--- config.mk ---
export PLATFORM = sky130hd
export DESIGN_NAME = drc_top
export DESIGN_NICKNAME = d
export VERILOG_FILES = /design/src/core/drc_pkg.sv /design/src/core/drc_top.sv /design/src/core/drc_ladder_map.sv
export SDC_FILE = /design/constraint.sdc
export NUM_CORES = 1
export LEC_CHECK = 0
export ABC_AREA = 0
export BUFFER_PORTS_ARGS = -buffer_cell sky130_fd_sc_hd__buf_2
export CAP_MARGIN = 20
export CORE_MARGIN = 1.5
export CORE_UTILIZATION = 43
export DETAILED_ROUTE_END_ITERATION = 8
export PLACE_DENSITY_LB_ADDON = 0.08
export SETUP_SLACK_MARGIN = 0.15
export SYNTH_ARGS = -nofsm -noshare
export SYNTH_HDL_FRONTEND = slang
export SYNTH_SLANG_ARGS = --single-unit
--- constraint.sdc ---
create_clock -name aclk -period 1.4 [get_ports aclk]
set_input_delay 0.28 -clock aclk [delete_from_list [all_inputs] [get_ports aclk]]
set_output_delay 0.28 -clock aclk [all_outputs]
set_load 0.02 [all_outputs]
--- src/core/drc_pkg.sv ---
// drc_pkg: register map, field layout, reset values and types of the reference control block.
// assumes a 32-bit AXI4-Lite register bus with byte addresses.
`default_nettype none
package drc_pkg;
  // ------------------------------------------------------------------
  // register offsets
  // ------------------------------------------------------------------
  localparam logic [3:0] DRC_OFF_MAIN  = 4'h0;
  localparam logic [3:0] DRC_OFF_LEVEL = 4'h4;
  localparam logic [3:0] DRC_OFF_STAT  = 4'h8;
  localparam int         DRC_ADDR_W    = 4;
  // ------------------------------------------------------------------
  // field layout
  // ------------------------------------------------------------------
  localparam int DRC_BIT_EN   = 7;
  localparam int DRC_BIT_LPS  = 6;
  localparam int DRC_BIT_OE   = 5;
  localparam int DRC_PSS_HI   = 3;
  localparam int DRC_PSS_LO   = 2;
  localparam int DRC_BIT_NSS  = 0;
  localparam int DRC_LVL_W    = 5;
  localparam logic [7:0] DRC_MAIN_MASK  = 8'hED;
  localparam logic [7:0] DRC_LEVEL_MASK = 8'h1F;
  localparam logic [7:0] DRC_RST_MAIN   = 8'h00;
  localparam logic [7:0] DRC_RST_LEVEL  = 8'h00;
  localparam int DRC_LEVELS = 32;
  localparam logic [4:0] DRC_LVL_FULL = 5'h1F;
  localparam logic [4:0] DRC_LVL_ZERO = 5'h00;
  // ------------------------------------------------------------------
  // encodings
  // ------------------------------------------------------------------
  localparam logic [1:0] DRC_PSS_SUPPLY = 2'h0;
  localparam logic [1:0] DRC_PSS_EXTREF = 2'h1;
  localparam logic [1:0] DRC_PSS_FIXED  = 2'h2;
  localparam logic [1:0] DRC_PSS_RSVD   = 2'h3;
  localparam logic [1:0] DRC_RESP_OKAY   = 2'h0;
  localparam logic [1:0] DRC_RESP_SLVERR = 2'h2;

  typedef struct packed {
    logic       converter_enable;
    logic       low_power_source_select;
    logic       pin_output_enable;
    logic [1:0] positive_source_select;
    logic       negative_source_select;
    logic [4:0] level_code;
  } drc_ctrl_t;

  typedef struct packed {
    logic       ladder_enable;
    logic       pos_source_connect;
    logic       neg_source_connect;
    logic [1:0] pos_source;
    logic       neg_source;
    logic [4:0] ladder_tap;
    logic       pin_route;
    logic       pin_digital_override;
    logic       clamp_pos;
    logic       clamp_neg;
  } drc_analog_t;
endpackage
`default_nettype wire

--- src/core/drc_top.sv ---
// drc_top: AXI4-Lite register front end of a 32-level ratiometric reference converter.
// assumes one 250 MHz clock, synchronous active-low reset, and a ladder outside.
//
// Our own choices: register access over AXI4-Lite and the register addresses.
`default_nettype none
module drc_top
  import drc_pkg::*;
(
  // clock and reset
  input  wire logic                  aclk,
  input  wire logic                  aresetn,
  // axi4-lite write address
  input  wire logic [DRC_ADDR_W-1:0] s_axi_awaddr,
  input  wire logic                  s_axi_awvalid,
  output logic                       s_axi_awready,
  // axi4-lite write data
  input  wire logic [31:0]           s_axi_wdata,
  input  wire logic [3:0]            s_axi_wstrb,
  input  wire logic                  s_axi_wvalid,
  output logic                       s_axi_wready,
  // axi4-lite write response
  output logic [1:0]                 s_axi_bresp,
  output logic                       s_axi_bvalid,
  input  wire logic                  s_axi_bready,
  // axi4-lite read address
  input  wire logic [DRC_ADDR_W-1:0] s_axi_araddr,
  input  wire logic                  s_axi_arvalid,
  output logic                       s_axi_arready,
  // axi4-lite read data
  output logic [31:0]                s_axi_rdata,
  output logic [1:0]                 s_axi_rresp,
  output logic                       s_axi_rvalid,
  input  wire logic                  s_axi_rready,
  // power state
  input  wire logic                  sleep_wake,
  // ladder and pin
  output drc_analog_t                ladder_ctrl,
  input  wire logic                  pin_digital_in,
  output logic                       pin_digital_read
);

  // ------------------------------------------------------------------
  // state
  // ------------------------------------------------------------------
  typedef struct packed {
    logic                  aw_held;
    logic [DRC_ADDR_W-1:0] aw_addr;
    logic                  w_held;
    logic [31:0]           w_data;
    logic [3:0]            w_strb;
    logic                  bvalid;
    logic [1:0]            bresp;
    logic                  rvalid;
    logic [1:0]            rresp;
    logic [31:0]           rdata;
    logic [7:0]            main;
    logic [7:0]            level;
    logic                  pin_read;
  } drc_state_t;

  drc_state_t s_q;
  drc_state_t s_d;
  drc_ctrl_t  ctrl;

  // ------------------------------------------------------------------
  // control fields
  // ------------------------------------------------------------------
  always_comb begin
    ctrl.converter_enable        = s_q.main[DRC_BIT_EN];
    ctrl.low_power_source_select = s_q.main[DRC_BIT_LPS];
    ctrl.pin_output_enable       = s_q.main[DRC_BIT_OE];
    ctrl.positive_source_select  = s_q.main[DRC_PSS_HI:DRC_PSS_LO];
    ctrl.negative_source_select  = s_q.main[DRC_BIT_NSS];
    ctrl.level_code              = s_q.level[DRC_LVL_W-1:0];
  end

  // ------------------------------------------------------------------
  // bus and register logic
  // ------------------------------------------------------------------
  always_comb begin
    s_d = s_q;
    if (s_axi_awvalid && !s_q.aw_held) begin
      s_d.aw_held = 1'b1;
      s_d.aw_addr = s_axi_awaddr;
    end
    if (s_axi_wvalid && !s_q.w_held) begin
      s_d.w_held = 1'b1;
      s_d.w_data = s_axi_wdata;
      s_d.w_strb = s_axi_wstrb;
    end
    if (s_q.bvalid && s_axi_bready) begin
      s_d.bvalid = 1'b0;
    end
    // write commits once address and data are both held and no response pends
    if (s_q.aw_held && s_q.w_held && !s_q.bvalid) begin
      s_d.aw_held = 1'b0;
      s_d.w_held  = 1'b0;
      s_d.bvalid  = 1'b1;
      s_d.bresp   = DRC_RESP_OKAY;
      case (s_q.aw_addr)
        DRC_OFF_MAIN: begin
          if (s_q.w_strb[0]) begin
            s_d.main = s_q.w_data[7:0] & DRC_MAIN_MASK;
          end
        end
        DRC_OFF_LEVEL: begin
          if (s_q.w_strb[0]) begin
            s_d.level = s_q.w_data[7:0] & DRC_LEVEL_MASK;
          end
        end
        DRC_OFF_STAT: begin
          s_d.bresp = DRC_RESP_SLVERR;
        end
        default: begin
          s_d.bresp = DRC_RESP_SLVERR;
        end
      endcase
    end
    if (s_q.rvalid && s_axi_rready) begin
      s_d.rvalid = 1'b0;
    end
    if (s_axi_arvalid && !s_q.rvalid) begin
      s_d.rvalid = 1'b1;
      s_d.rresp  = DRC_RESP_OKAY;
      s_d.rdata  = '0;
      case (s_axi_araddr)
        DRC_OFF_MAIN: begin
          s_d.rdata[7:0] = s_q.main & DRC_MAIN_MASK;
        end
        DRC_OFF_LEVEL: begin
          s_d.rdata[7:0] = s_q.level & DRC_LEVEL_MASK;
        end
        DRC_OFF_STAT: begin
          // live ladder state as presented outside
          s_d.rdata[$bits(drc_analog_t)-1:0] = ladder_ctrl;
        end
        default: begin
          s_d.rresp = DRC_RESP_SLVERR;
        end
      endcase
    end
    // wake has no effect in this block; register contents are kept
    if (sleep_wake) begin
      s_d.main = s_d.main;
    end
    s_d.pin_read = ctrl.pin_output_enable ? 1'b0 : pin_digital_in;
  end

  always_ff @(posedge aclk) begin
    if (!aresetn) begin
      s_q       <= '0;
      s_q.main  <= DRC_RST_MAIN;
      s_q.level <= DRC_RST_LEVEL;
    end else begin
      s_q <= s_d;
    end
  end

  // ------------------------------------------------------------------
  // ladder controls
  // ------------------------------------------------------------------
  drc_ladder_map u_map (
    .aclk    (aclk),
    .aresetn (aresetn),
    .ctrl    (ctrl),
    .ana     (ladder_ctrl)
  );

  assign s_axi_awready    = !s_q.aw_held;
  assign s_axi_wready     = !s_q.w_held;
  assign s_axi_bvalid     = s_q.bvalid;
  assign s_axi_bresp      = s_q.bresp;
  assign s_axi_arready    = !s_q.rvalid;
  assign s_axi_rvalid     = s_q.rvalid;
  assign s_axi_rresp      = s_q.rresp;
  assign s_axi_rdata      = s_q.rdata;
  assign pin_digital_read = s_q.pin_read;
endmodule
`default_nettype wire

--- src/core/drc_ladder_map.sv ---
// drc_ladder_map: turns the control fields into registered ladder and pin controls.
// assumes a synchronous active-low reset and control fields already held in registers.
`default_nettype none
module drc_ladder_map
  import drc_pkg::*;
(
  // clock and reset
  input  wire logic        aclk,
  input  wire logic        aresetn,
  // control fields
  input  wire drc_ctrl_t   ctrl,
  // analog controls
  output drc_analog_t      ana
);
  drc_analog_t ana_q;
  drc_analog_t ana_d;

  always_comb begin
    ana_d                         = '0;
    ana_d.ladder_enable           = ctrl.converter_enable;
    ana_d.ladder_tap              = ctrl.level_code;
    ana_d.pos_source              = ctrl.positive_source_select;
    ana_d.neg_source              = ctrl.negative_source_select;
    ana_d.pin_route               = ctrl.pin_output_enable;
    ana_d.pin_digital_override    = ctrl.pin_output_enable;
    ana_d.neg_source_connect      = ctrl.converter_enable | ~ctrl.low_power_source_select;
    ana_d.pos_source_connect      = ctrl.converter_enable | ctrl.low_power_source_select;
    ana_d.clamp_pos               = ~ctrl.converter_enable & ctrl.low_power_source_select
                                    & (ctrl.level_code == DRC_LVL_FULL);
    ana_d.clamp_neg               = ~ctrl.converter_enable & ~ctrl.low_power_source_select
                                    & (ctrl.level_code == DRC_LVL_ZERO);
  end

  always_ff @(posedge aclk) begin
    if (!aresetn) begin
      ana_q <= '0;
    end else begin
      ana_q <= ana_d;
    end
  end

  assign ana = ana_q;
endmodule
`default_nettype wire

==> run metrics, run 1 <==
CTS tree=done; area share of the largest cell type after synthesis=0.462; Hold WS=0.169 ns; Clock Skew=0.00507 ns; DR iter-0 viols=70; crit start category=register; antenna violations before repair=0; Inst Count DP=398; core footprint=5890 sq um; WL final=5.17 mm; CP peak stage delay=0.57 ns; Vias=1905; RD Place Congestion=0.692; violated checks=negative setup slack; largest net degree at the start of global routing=22; sw frac=0.244; Total GRT Usage=0.162; Layout fillers=580; Sink Count=60; hpwl dp=3.68 mm; Routed Antenna Nets=0; crit path DAT=1.70 ns; Comb power frac=0.101; Die Wd=80.8 microns; antenna cells=0; CTS Buffer Depth=2; outcome=finished, violations left; Area contributors post-synth=dfxtp_1 46%, buf_4 11%, nand2_1 6.6%, mux2i_1 6.2%, a21boi_1 4.3%; Final setup viols=11; YS warnings=0; Hold Crit Class=in -> reg; Slowest-stage cell, CP=or4b_4; #FFs+latches synth=60; Worst VDD drop=0.000536 V; DRC Markers=0; fin crit period=1.44 ns; Crit path required time=1.66 ns; CP endpoint kind=register; Max Clk Rate=0.696 GHz; Pwr Density=1130 nW/um^2; net switching power=866 uW; Yosys top cell by area=dfxtp_1; mean post-synth cell area=9.33 sq um; post-synthesis sequential area ratio=0.462; CTS HTree Levels=3; clock share of power=0.398; Pleak=0.00151 uW; via/cell ratio=4.54; Final Hold Viols=0; die area=6530 sq um; Die Y=80.8 microns; Cell Int Power=2690 uW; synthesized instance count=279; fin area=3150 sq um; GRT overflow=0; crit-path max FO=5; first-pass GRT wire length=7.83 mm; clock-pin slew of the registers on the worst-case setup and hold paths=0.06 ns; r2r startpoint=s_q[92]; Area growth syn-to-layout=20.9%; number of synthesized flops with an enable pin=0; internal reg-to-reg setup slack=-0.04 ns; Final Max Slew Viols=0; share of cells above drive strength 1=0.325; worst hold endpoint=s_q[96]; Post-Syn Area=2600 sq um; WL/cell=12.3 microns; number of global-route vias before repair=1657; std cell rows=28; Pre-Repair DR Iteration Count=4; TritonCTS Buffers=9; FF-to-FF End=ctrl[2]; ys async rst share=0; clk_lat worst skew=0.33 ns; cell depth of the worst flop-to-flop path=4; Placed Area=2890 sq um; critical path type=reg -> reg; most frequent cells in the layout=62 x buf_2, 55 x dfxtp_1, 46 x nand2_1; # nets final=393; clk root buf=clkbuf_8; final worst slack=-0.0368 ns; synth unique cells=36; Boundary Pins=110; Design Power=3550 uW; initial core utilization=0.442; Sequential Power Share=0.501; # hold bufs at CTS=0; fin cells=420; Synth Flop Type=dfxtp_1; # Max-Cap Violations=0; Port Buffers=62; RSZ-0062 raised after global routing=yes; period utilization=1.03; commonest non-fill, non-tap cell in the layout=buf_2; crit-path cells=or4b_4 -> nor3_4 -> buf_12 -> mux2i_1; hold path depth=3; Hold Path Origin=s_axi_awvalid
==> worst max path at each step <==
stage / cells past startpoint / slack [ns] / startpoint / endpoint
after floorplan: 3 / -0.02 / s_q[92] / ctrl[10]
after global placement: 4 / -0.02 / s_q[92] / ctrl[8]
after detailed placement: 4 / -0.05 / s_q[92] / ctrl[6]
after CTS: 4 / -0.06 / s_q[92] / ctrl[6]
after global routing: 4 / -0.12 / s_q[92] / ctrl[3]
final: 4 / -0.04 / s_q[92] / ctrl[2]
==> cell usage after synthesis, types with 2 or more instances <==
library cell and instances:
buf_4 37, buf_2 3, mux2_2 3, nand3_1 7
o21ai_1 4, and3b_1 4, nor2b_1 17, o211ai_1 2
mux2_1 2, mux2i_1 16, a32oi_1 9, clkbuf_1 8
nand2_1 46, nor3_1 2, nand2b_1 5, nor3_4 2
nor2_1 7, inv_1 14, dfxtp_1 60, a21boi_1 15
==> power groups by stage <==
stage | clock network (uW) | registers, uW | logic [uW]
floorplan | 0 | 1820 | 261
global placement | 0 | 1810 | 336
detailed placement | 0 | 1820 | 336
CTS | 1450 | 1780 | 345
global route | 1530 | 1780 | 396
finish | 1410 | 1780 | 359
==> through the flow <==
step / util / TNS (ns) / setup slack (ns)
global route: 0.534 / -1.02 / -0.119
finish: 0.534 / -0.342 / -0.0368
detailed placement: 0.491 / -0.316 / -0.0452
floorplan: - / -0.143 / -0.0239
CTS: 0.525 / -0.506 / -0.0568
global placement: 0.491 / -0.141 / -0.0195
==> repair_timing <==
action,4_1_cts,5_1_grt
endpoints found under the setup margin,15,25
setup buffers,1,4
cloned,0,1
gates resized for setup,7,6
pin swaps,0,3
==> final cells by class <==
type	count	area (sq um)	area share
Sequential cell	60	1210	0.385
Multi-Input combinational cell	172	1090	0.348
Timing Repair Buffer	83	513	0.163
Clock buffer	15	176	0.0561
Tap cell	75	93.8	0.0298
Inverter	14	52.6	0.0167
Clock inverter	1	5.00	0.00159
==> kinds of logic (layout without fill, tap and decap cells) <==
group           after synthesis  in the layout  synth area share
other cells                   1             19           0.00144
simple gates                 99             99             0.202
mux                          21             21            0.0832
compound gates               33             33            0.0962
buf+inv                      65            113             0.156
flops                        60             60             0.462
==> layer usage <==
| metal | GRT usage | routed length, microns | part of all wire |
|---|---|---|---|
| met4 | 0.0948 | 121 | 0.023 |
| met1 | 0.205 | 2420 | 0.47 |
| met3 | 0.0393 | 258 | 0.050 |
| met2 | 0.252 | 2370 | 0.46 |
| met5 | 0 | 0 | 0 |
==> state kept, by name, summed over array words and instances, names as in the netlist <==
name,count
ctrl,11
pin_digital_read,1
s_axi_bresp,1
s_axi_bvalid,1
s_axi_rdata,15
s_axi_rresp,1
s_axi_rvalid,1
s_q,15
u_map.ana,14
==> worst max-delay path: cells and delay by family (launching register included) <==
family                 cells  cell delay, ns
multiplexers               1            0.17
AND/OR/NAND/NOR            2            0.73
flip-flops                 1            0.32
buffers and inverters      1            0.14
No activity file was read; power rests on OpenSTA's default activity.
==> run 2, diff against run 1 <==
--- a/config.mk
+++ b/config.mk
@@ -9,7 +9,7 @@
 export BUFFER_PORTS_ARGS = -buffer_cell sky130_fd_sc_hd__buf_2
 export CAP_MARGIN = 20
 export CORE_MARGIN = 1.5
-export CORE_UTILIZATION = 43
+export CORE_UTILIZATION = 25
 export DETAILED_ROUTE_END_ITERATION = 8
 export PLACE_DENSITY_LB_ADDON = 0.08
 export SETUP_SLACK_MARGIN = 0.15
==> run 2 against run 1 <==
The flow still finishes with violations (negative setup slack). Routed wire length rose by 17%. Clock skew rose by 0.0031 ns. Power fell by 1.5%. Sequential cell count did not move. Combinational power rose by 4%. Non-clock buffer count rose by 1. Register-to-register slack barely moved. Largest cell class unchanged.
==> run metrics, run 2 (synthesis gave the netlist of run 1 again) <==
die area=11000 sq um; dpl ws=-0.0339 ns; RSZ-0062 raised after global routing=yes; Final setup viols=11; CTS tree=done; Clock Skew=0.00821 ns; core footprint=10200 sq um; clock share of power=0.383; RD Place Congestion=0.683; Total GRT Usage=0.116; Die Y=105 microns; CTS Buffer Depth=2; crit-path max FO=5; CP peak stage delay=0.57 ns; antenna cells=0; Boundary Pins=110; crit path DAT=1.70 ns; Pre-Repair DR Iteration Count=5; Hold Crit Class=in -> reg; WL/cell=12.5 microns; number of global-route vias before repair=1927; violated checks=negative setup slack; WL final=6.05 mm; Max Clk Rate=0.694 GHz; Pwr Density=1080 nW/um^2; footprint of the multi-input gates=1100 sq um; initial core utilization=0.254; period utilization=1.03; Sequential Power Share=0.510; crit-path cells=or4b_4 -> nor3_4 -> buf_12 -> mux2i_1; Worst VDD drop=0.000332 V; net switching power=901 uW; commonest non-fill, non-tap cell in the layout=buf_2; Final Max Slew Viols=0; critical path type=reg -> reg; CP endpoint kind=register; CTS HTree Levels=3; Die Wd=105 microns; clk root buf=clkbuf_8; crit start category=register; hpwl dp=4.41 mm; Area growth syn-to-layout=24.4%; Sink Count=60; GRT overflow=0; share of cells above drive strength 1=0.335; Routed Antenna Nets=0; r2r startpoint=s_q[92]; sw frac=0.257; Hold Path Origin=s_axi_awvalid; via/cell ratio=3.97; sequential cell area=1210 sq um; DR iter-0 viols=50; Comb power frac=0.107; clock-pin slew of the registers on the worst-case setup and hold paths=0.07 ns; # nets final=394; TritonCTS Buffers=9; most frequent cells in the layout=61 x buf_2, 52 x dfxtp_1, 46 x nand2_1; Vias=1914; DRC Markers=0; Final Hold Viols=0; Slowest-stage cell, CP=or4b_4; final worst slack=-0.0418 ns; Cell Int Power=2600 uW; Layout fillers=1130; Worst setup startpoint=s_q[92]; antenna violations before repair=0; largest net degree at the start of global routing=18; Crit path required time=1.66 ns; Port Buffers=62; outcome=finished, violations left; fin crit period=1.44 ns; std cell rows=37; first-pass GRT wire length=9.83 mm; Hold WS=0.163 ns; clk_lat worst skew=0.33 ns; # Max-Cap Violations=0; Pleak=0.00151 uW
-- run 2: worst max-delay path: cells and delay by family (launching register included) --
family	cells	cell delay, ns
buf+inv	1	0.14
mux	1	0.17
simple gates	2	0.74
flops	1	0.32
-- run 2: final timing paths --
kind	to	slack [ns]	depth (start not counted)
hold reg to reg	pin_digital_read	0.44	1
setup / recovery	ctrl[2]	-0.04	4
setup reg to reg	ctrl[2]	-0.04	4
hold / removal	s_q[96]	0.16	3
-- run 2: final cells by class --
cell class                      count  share of cell area
Sequential cell                    60               0.374
Multi-Input combinational cell    172               0.339
Timing Repair Buffer               84               0.168
Tap cell                          136              0.0526
Clock buffer                       14              0.0471
Inverter                           14              0.0162
Clock inverter                      2             0.00309
-- run 2: per-layer routing --
metal	GRT usage	wire length (microns)
met2	0.172	2770
met1	0.154	2910
met5	0	0
met3	0.0374	315
met4	0.0470	50
-- run 2: stage by stage --
step	cells	total power (uW)	util	area [sq um]	TNS, ns
global placement	462	2170	0.292	2990	-0.206
global route	482	3700	0.316	3240	-1.02
detailed placement	462	2170	0.292	2990	-0.255
finish	482	3500	0.316	3240	-0.371
floorplan	297	2080	-	2690	-0.143
CTS	481	3560	0.313	3200	-0.445
-- run 2: what timing repair did --
action,CTS,global route
setup endpoints to repair,21,25
endpoints found under the hold margin,0,0
gates resized for setup,9,12
buffers inserted,3,0
hold buffers,0,0
pin swaps,1,3
gates cloned,0,1
-- run 2: power groups by stage --
| stage | combinational [uW] | clock, uW | sequential (uW) |
|---|---|---|---|
| final | 375 | 1340 | 1780 |
| after global routing | 415 | 1490 | 1790 |
| after CTS | 368 | 1410 | 1780 |
| after detailed placement | 350 | 0 | 1820 |
| after global placement | 349 | 0 | 1820 |
| after floorplan | 261 | 0 | 1820 |
==> run 3, diff against run 2 <==
--- a/config.mk
+++ b/config.mk
@@ -10,6 +10,7 @@
 export CAP_MARGIN = 20
 export CORE_MARGIN = 1.5
 export CORE_UTILIZATION = 25
+export CTS_BUF_LIST = sky130_fd_sc_hd__clkbuf_8
 export DETAILED_ROUTE_END_ITERATION = 8
 export PLACE_DENSITY_LB_ADDON = 0.08
 export SETUP_SLACK_MARGIN = 0.15
==> run 3 against run 2 <==
The flow still finishes with violations (negative setup slack). Die area is the same. Register-to-register slack is essentially flat. Worst setup slack hardly changed. Routed wire length about the same. Sequential cell count unchanged. Fmax hardly changed. Cell count stayed put. First-iteration DRC count is 10% lower. Power shrank 0.76%. Sequential share of layout area did not move.
==> run metrics, run 3 (synthesis gave the netlist of run 1 again) <==
outcome=finished, violations left; violated checks=negative setup slack; dpl ws=-0.0339 ns; CTS Buffer Depth=2; first-pass GRT wire length=9.83 mm; std cell rows=37; TritonCTS Buffers=9; Total GRT Usage=0.116; antenna violations before repair=0; r2r startpoint=s_q[92]; # hold bufs at CTS=0; CTS tree=done; final worst slack=-0.0415 ns; GRT overflow=0; Port Buffers=62; # Max-Cap Violations=0; period utilization=1.03; Hold Crit Class=in -> reg; crit-path cells=or4b_4 -> nor3_4 -> buf_12 -> mux2i_1; Worst VDD drop=0.000334 V; die area=11000 sq um; Layout fillers=1130; core footprint=10200 sq um; CTS HTree Levels=3; fin cells=482; commonest non-fill, non-tap cell in the layout=buf_2; # nets final=394; Sink Count=60; Hold Path Origin=s_axi_awvalid; WL/cell=12.6 microns; crit start category=register; clock-pin slew of the registers on the worst-case setup and hold paths=0.07 ns; CP peak stage delay=0.57 ns; number of global-route vias before repair=1927; Pleak=0.00153 uW; Final Max Slew Viols=0; largest net degree at the start of global routing=18; Pre-Repair DR Iteration Count=4; clk_lat worst skew=0.33 ns; antenna cells=0; CP top delay family=simple AND/OR/NAND/NOR gates; Final setup viols=11; share of cells above drive strength 1=0.335; RSZ-0062 raised after global routing=yes; internal reg-to-reg setup slack=-0.04 ns; hpwl dp=4.41 mm; Max Clk Rate=0.694 GHz; initial core utilization=0.254; Clock Skew=0.00775 ns; most frequent cells in the layout=61 x buf_2, 52 x dfxtp_1, 46 x nand2_1; Final Hold Viols=0; crit path DAT=1.70 ns; Vias=1914; Area growth syn-to-layout=24.4%; WL final=6.05 mm; Inst Count DP=462; Routed Antenna Nets=0; crit-path max FO=5; Buf+Inv Stages, Crit Path=1; Crit path required time=1.66 ns; fin crit period=1.44 ns; CP endpoint kind=register; critical path type=reg -> reg; Die Y=105 microns; via/cell ratio=3.97; DR iter-0 viols=45; Design Power=3470 uW; clk root buf=clkbuf_8; Slowest-stage cell, CP=or4b_4; Pwr Density=1070 nW/um^2; Worst setup startpoint=s_q[92]; Boundary Pins=110; RD Place Congestion=0.683; DRC Markers=0; Die Wd=105 microns
## run 3: cell types whose count changed in the layout (fill, tap and decap cells not counted), sizes merged
cell | before | now
inv | 14 | 18
clkbuf | 14 | 10
## run 3: where the power goes
group / total [uW] / internal [uW] / switching, uW
registers: 1780 / 1750 / 32.9
clock network: 1310 / 659 / 654
logic: 375 / 158 / 216
total: 3470 / 2570 / 904
## run 3: worst paths after layout
path / to / cells after the start
min: s_q[96] / 3
max: ctrl[2] / 4
min reg2reg: pin_digital_read / 1
max reg2reg: ctrl[2] / 4
## run 3: final cells by class
type,count,area (sq um),share of cell area
Clock inverter,6,25.0,0.00773
Tap cell,136,170,0.0526
Inverter,14,52.6,0.0162
Multi-Input combinational cell,172,1100,0.339
Timing Repair Buffer,84,543,0.168
Clock buffer,10,138,0.0425
Sequential cell,60,1210,0.374
## run 3: layer usage
layer | up-vias | wire [microns] | track usage
li1 | 998 | - | -
met1 | 851 | 2900 | 0.154
met2 | 61 | 2790 | 0.172
met3 | 4 | 314 | 0.0374
met4 | 0 | 50 | 0.0470
met5 | - | 0 | 0
## run 3: through the flow
step | util | setup TNS (ns) | hold slack, ns | cell area (sq um)
final | 0.316 | -0.367 | 0.162 | 3240
after detailed placement | 0.292 | -0.255 | 0.437 | 2990
after floorplan | - | -0.143 | 0.396 | 2690
after CTS | 0.313 | -0.450 | 0.144 | 3200
after global routing | 0.316 | -1.01 | 0.164 | 3240
after global placement | 0.292 | -0.206 | 0.443 | 2990
## run 3: tightest hold or removal path, stage by stage
cell and delay (ns):
buf_2 0.09, nor2_1 0.03, nor2_1 0.06
## run 3: repair_timing
item                                    4_1_cts  5_1_grt
endpoints found under the setup margin       21       25
pin swaps                                     1        3
hold endpoints to repair                      0        0
gates resized for setup                       9       12
setup buffers                                 3        0
gates cloned                                  0        1
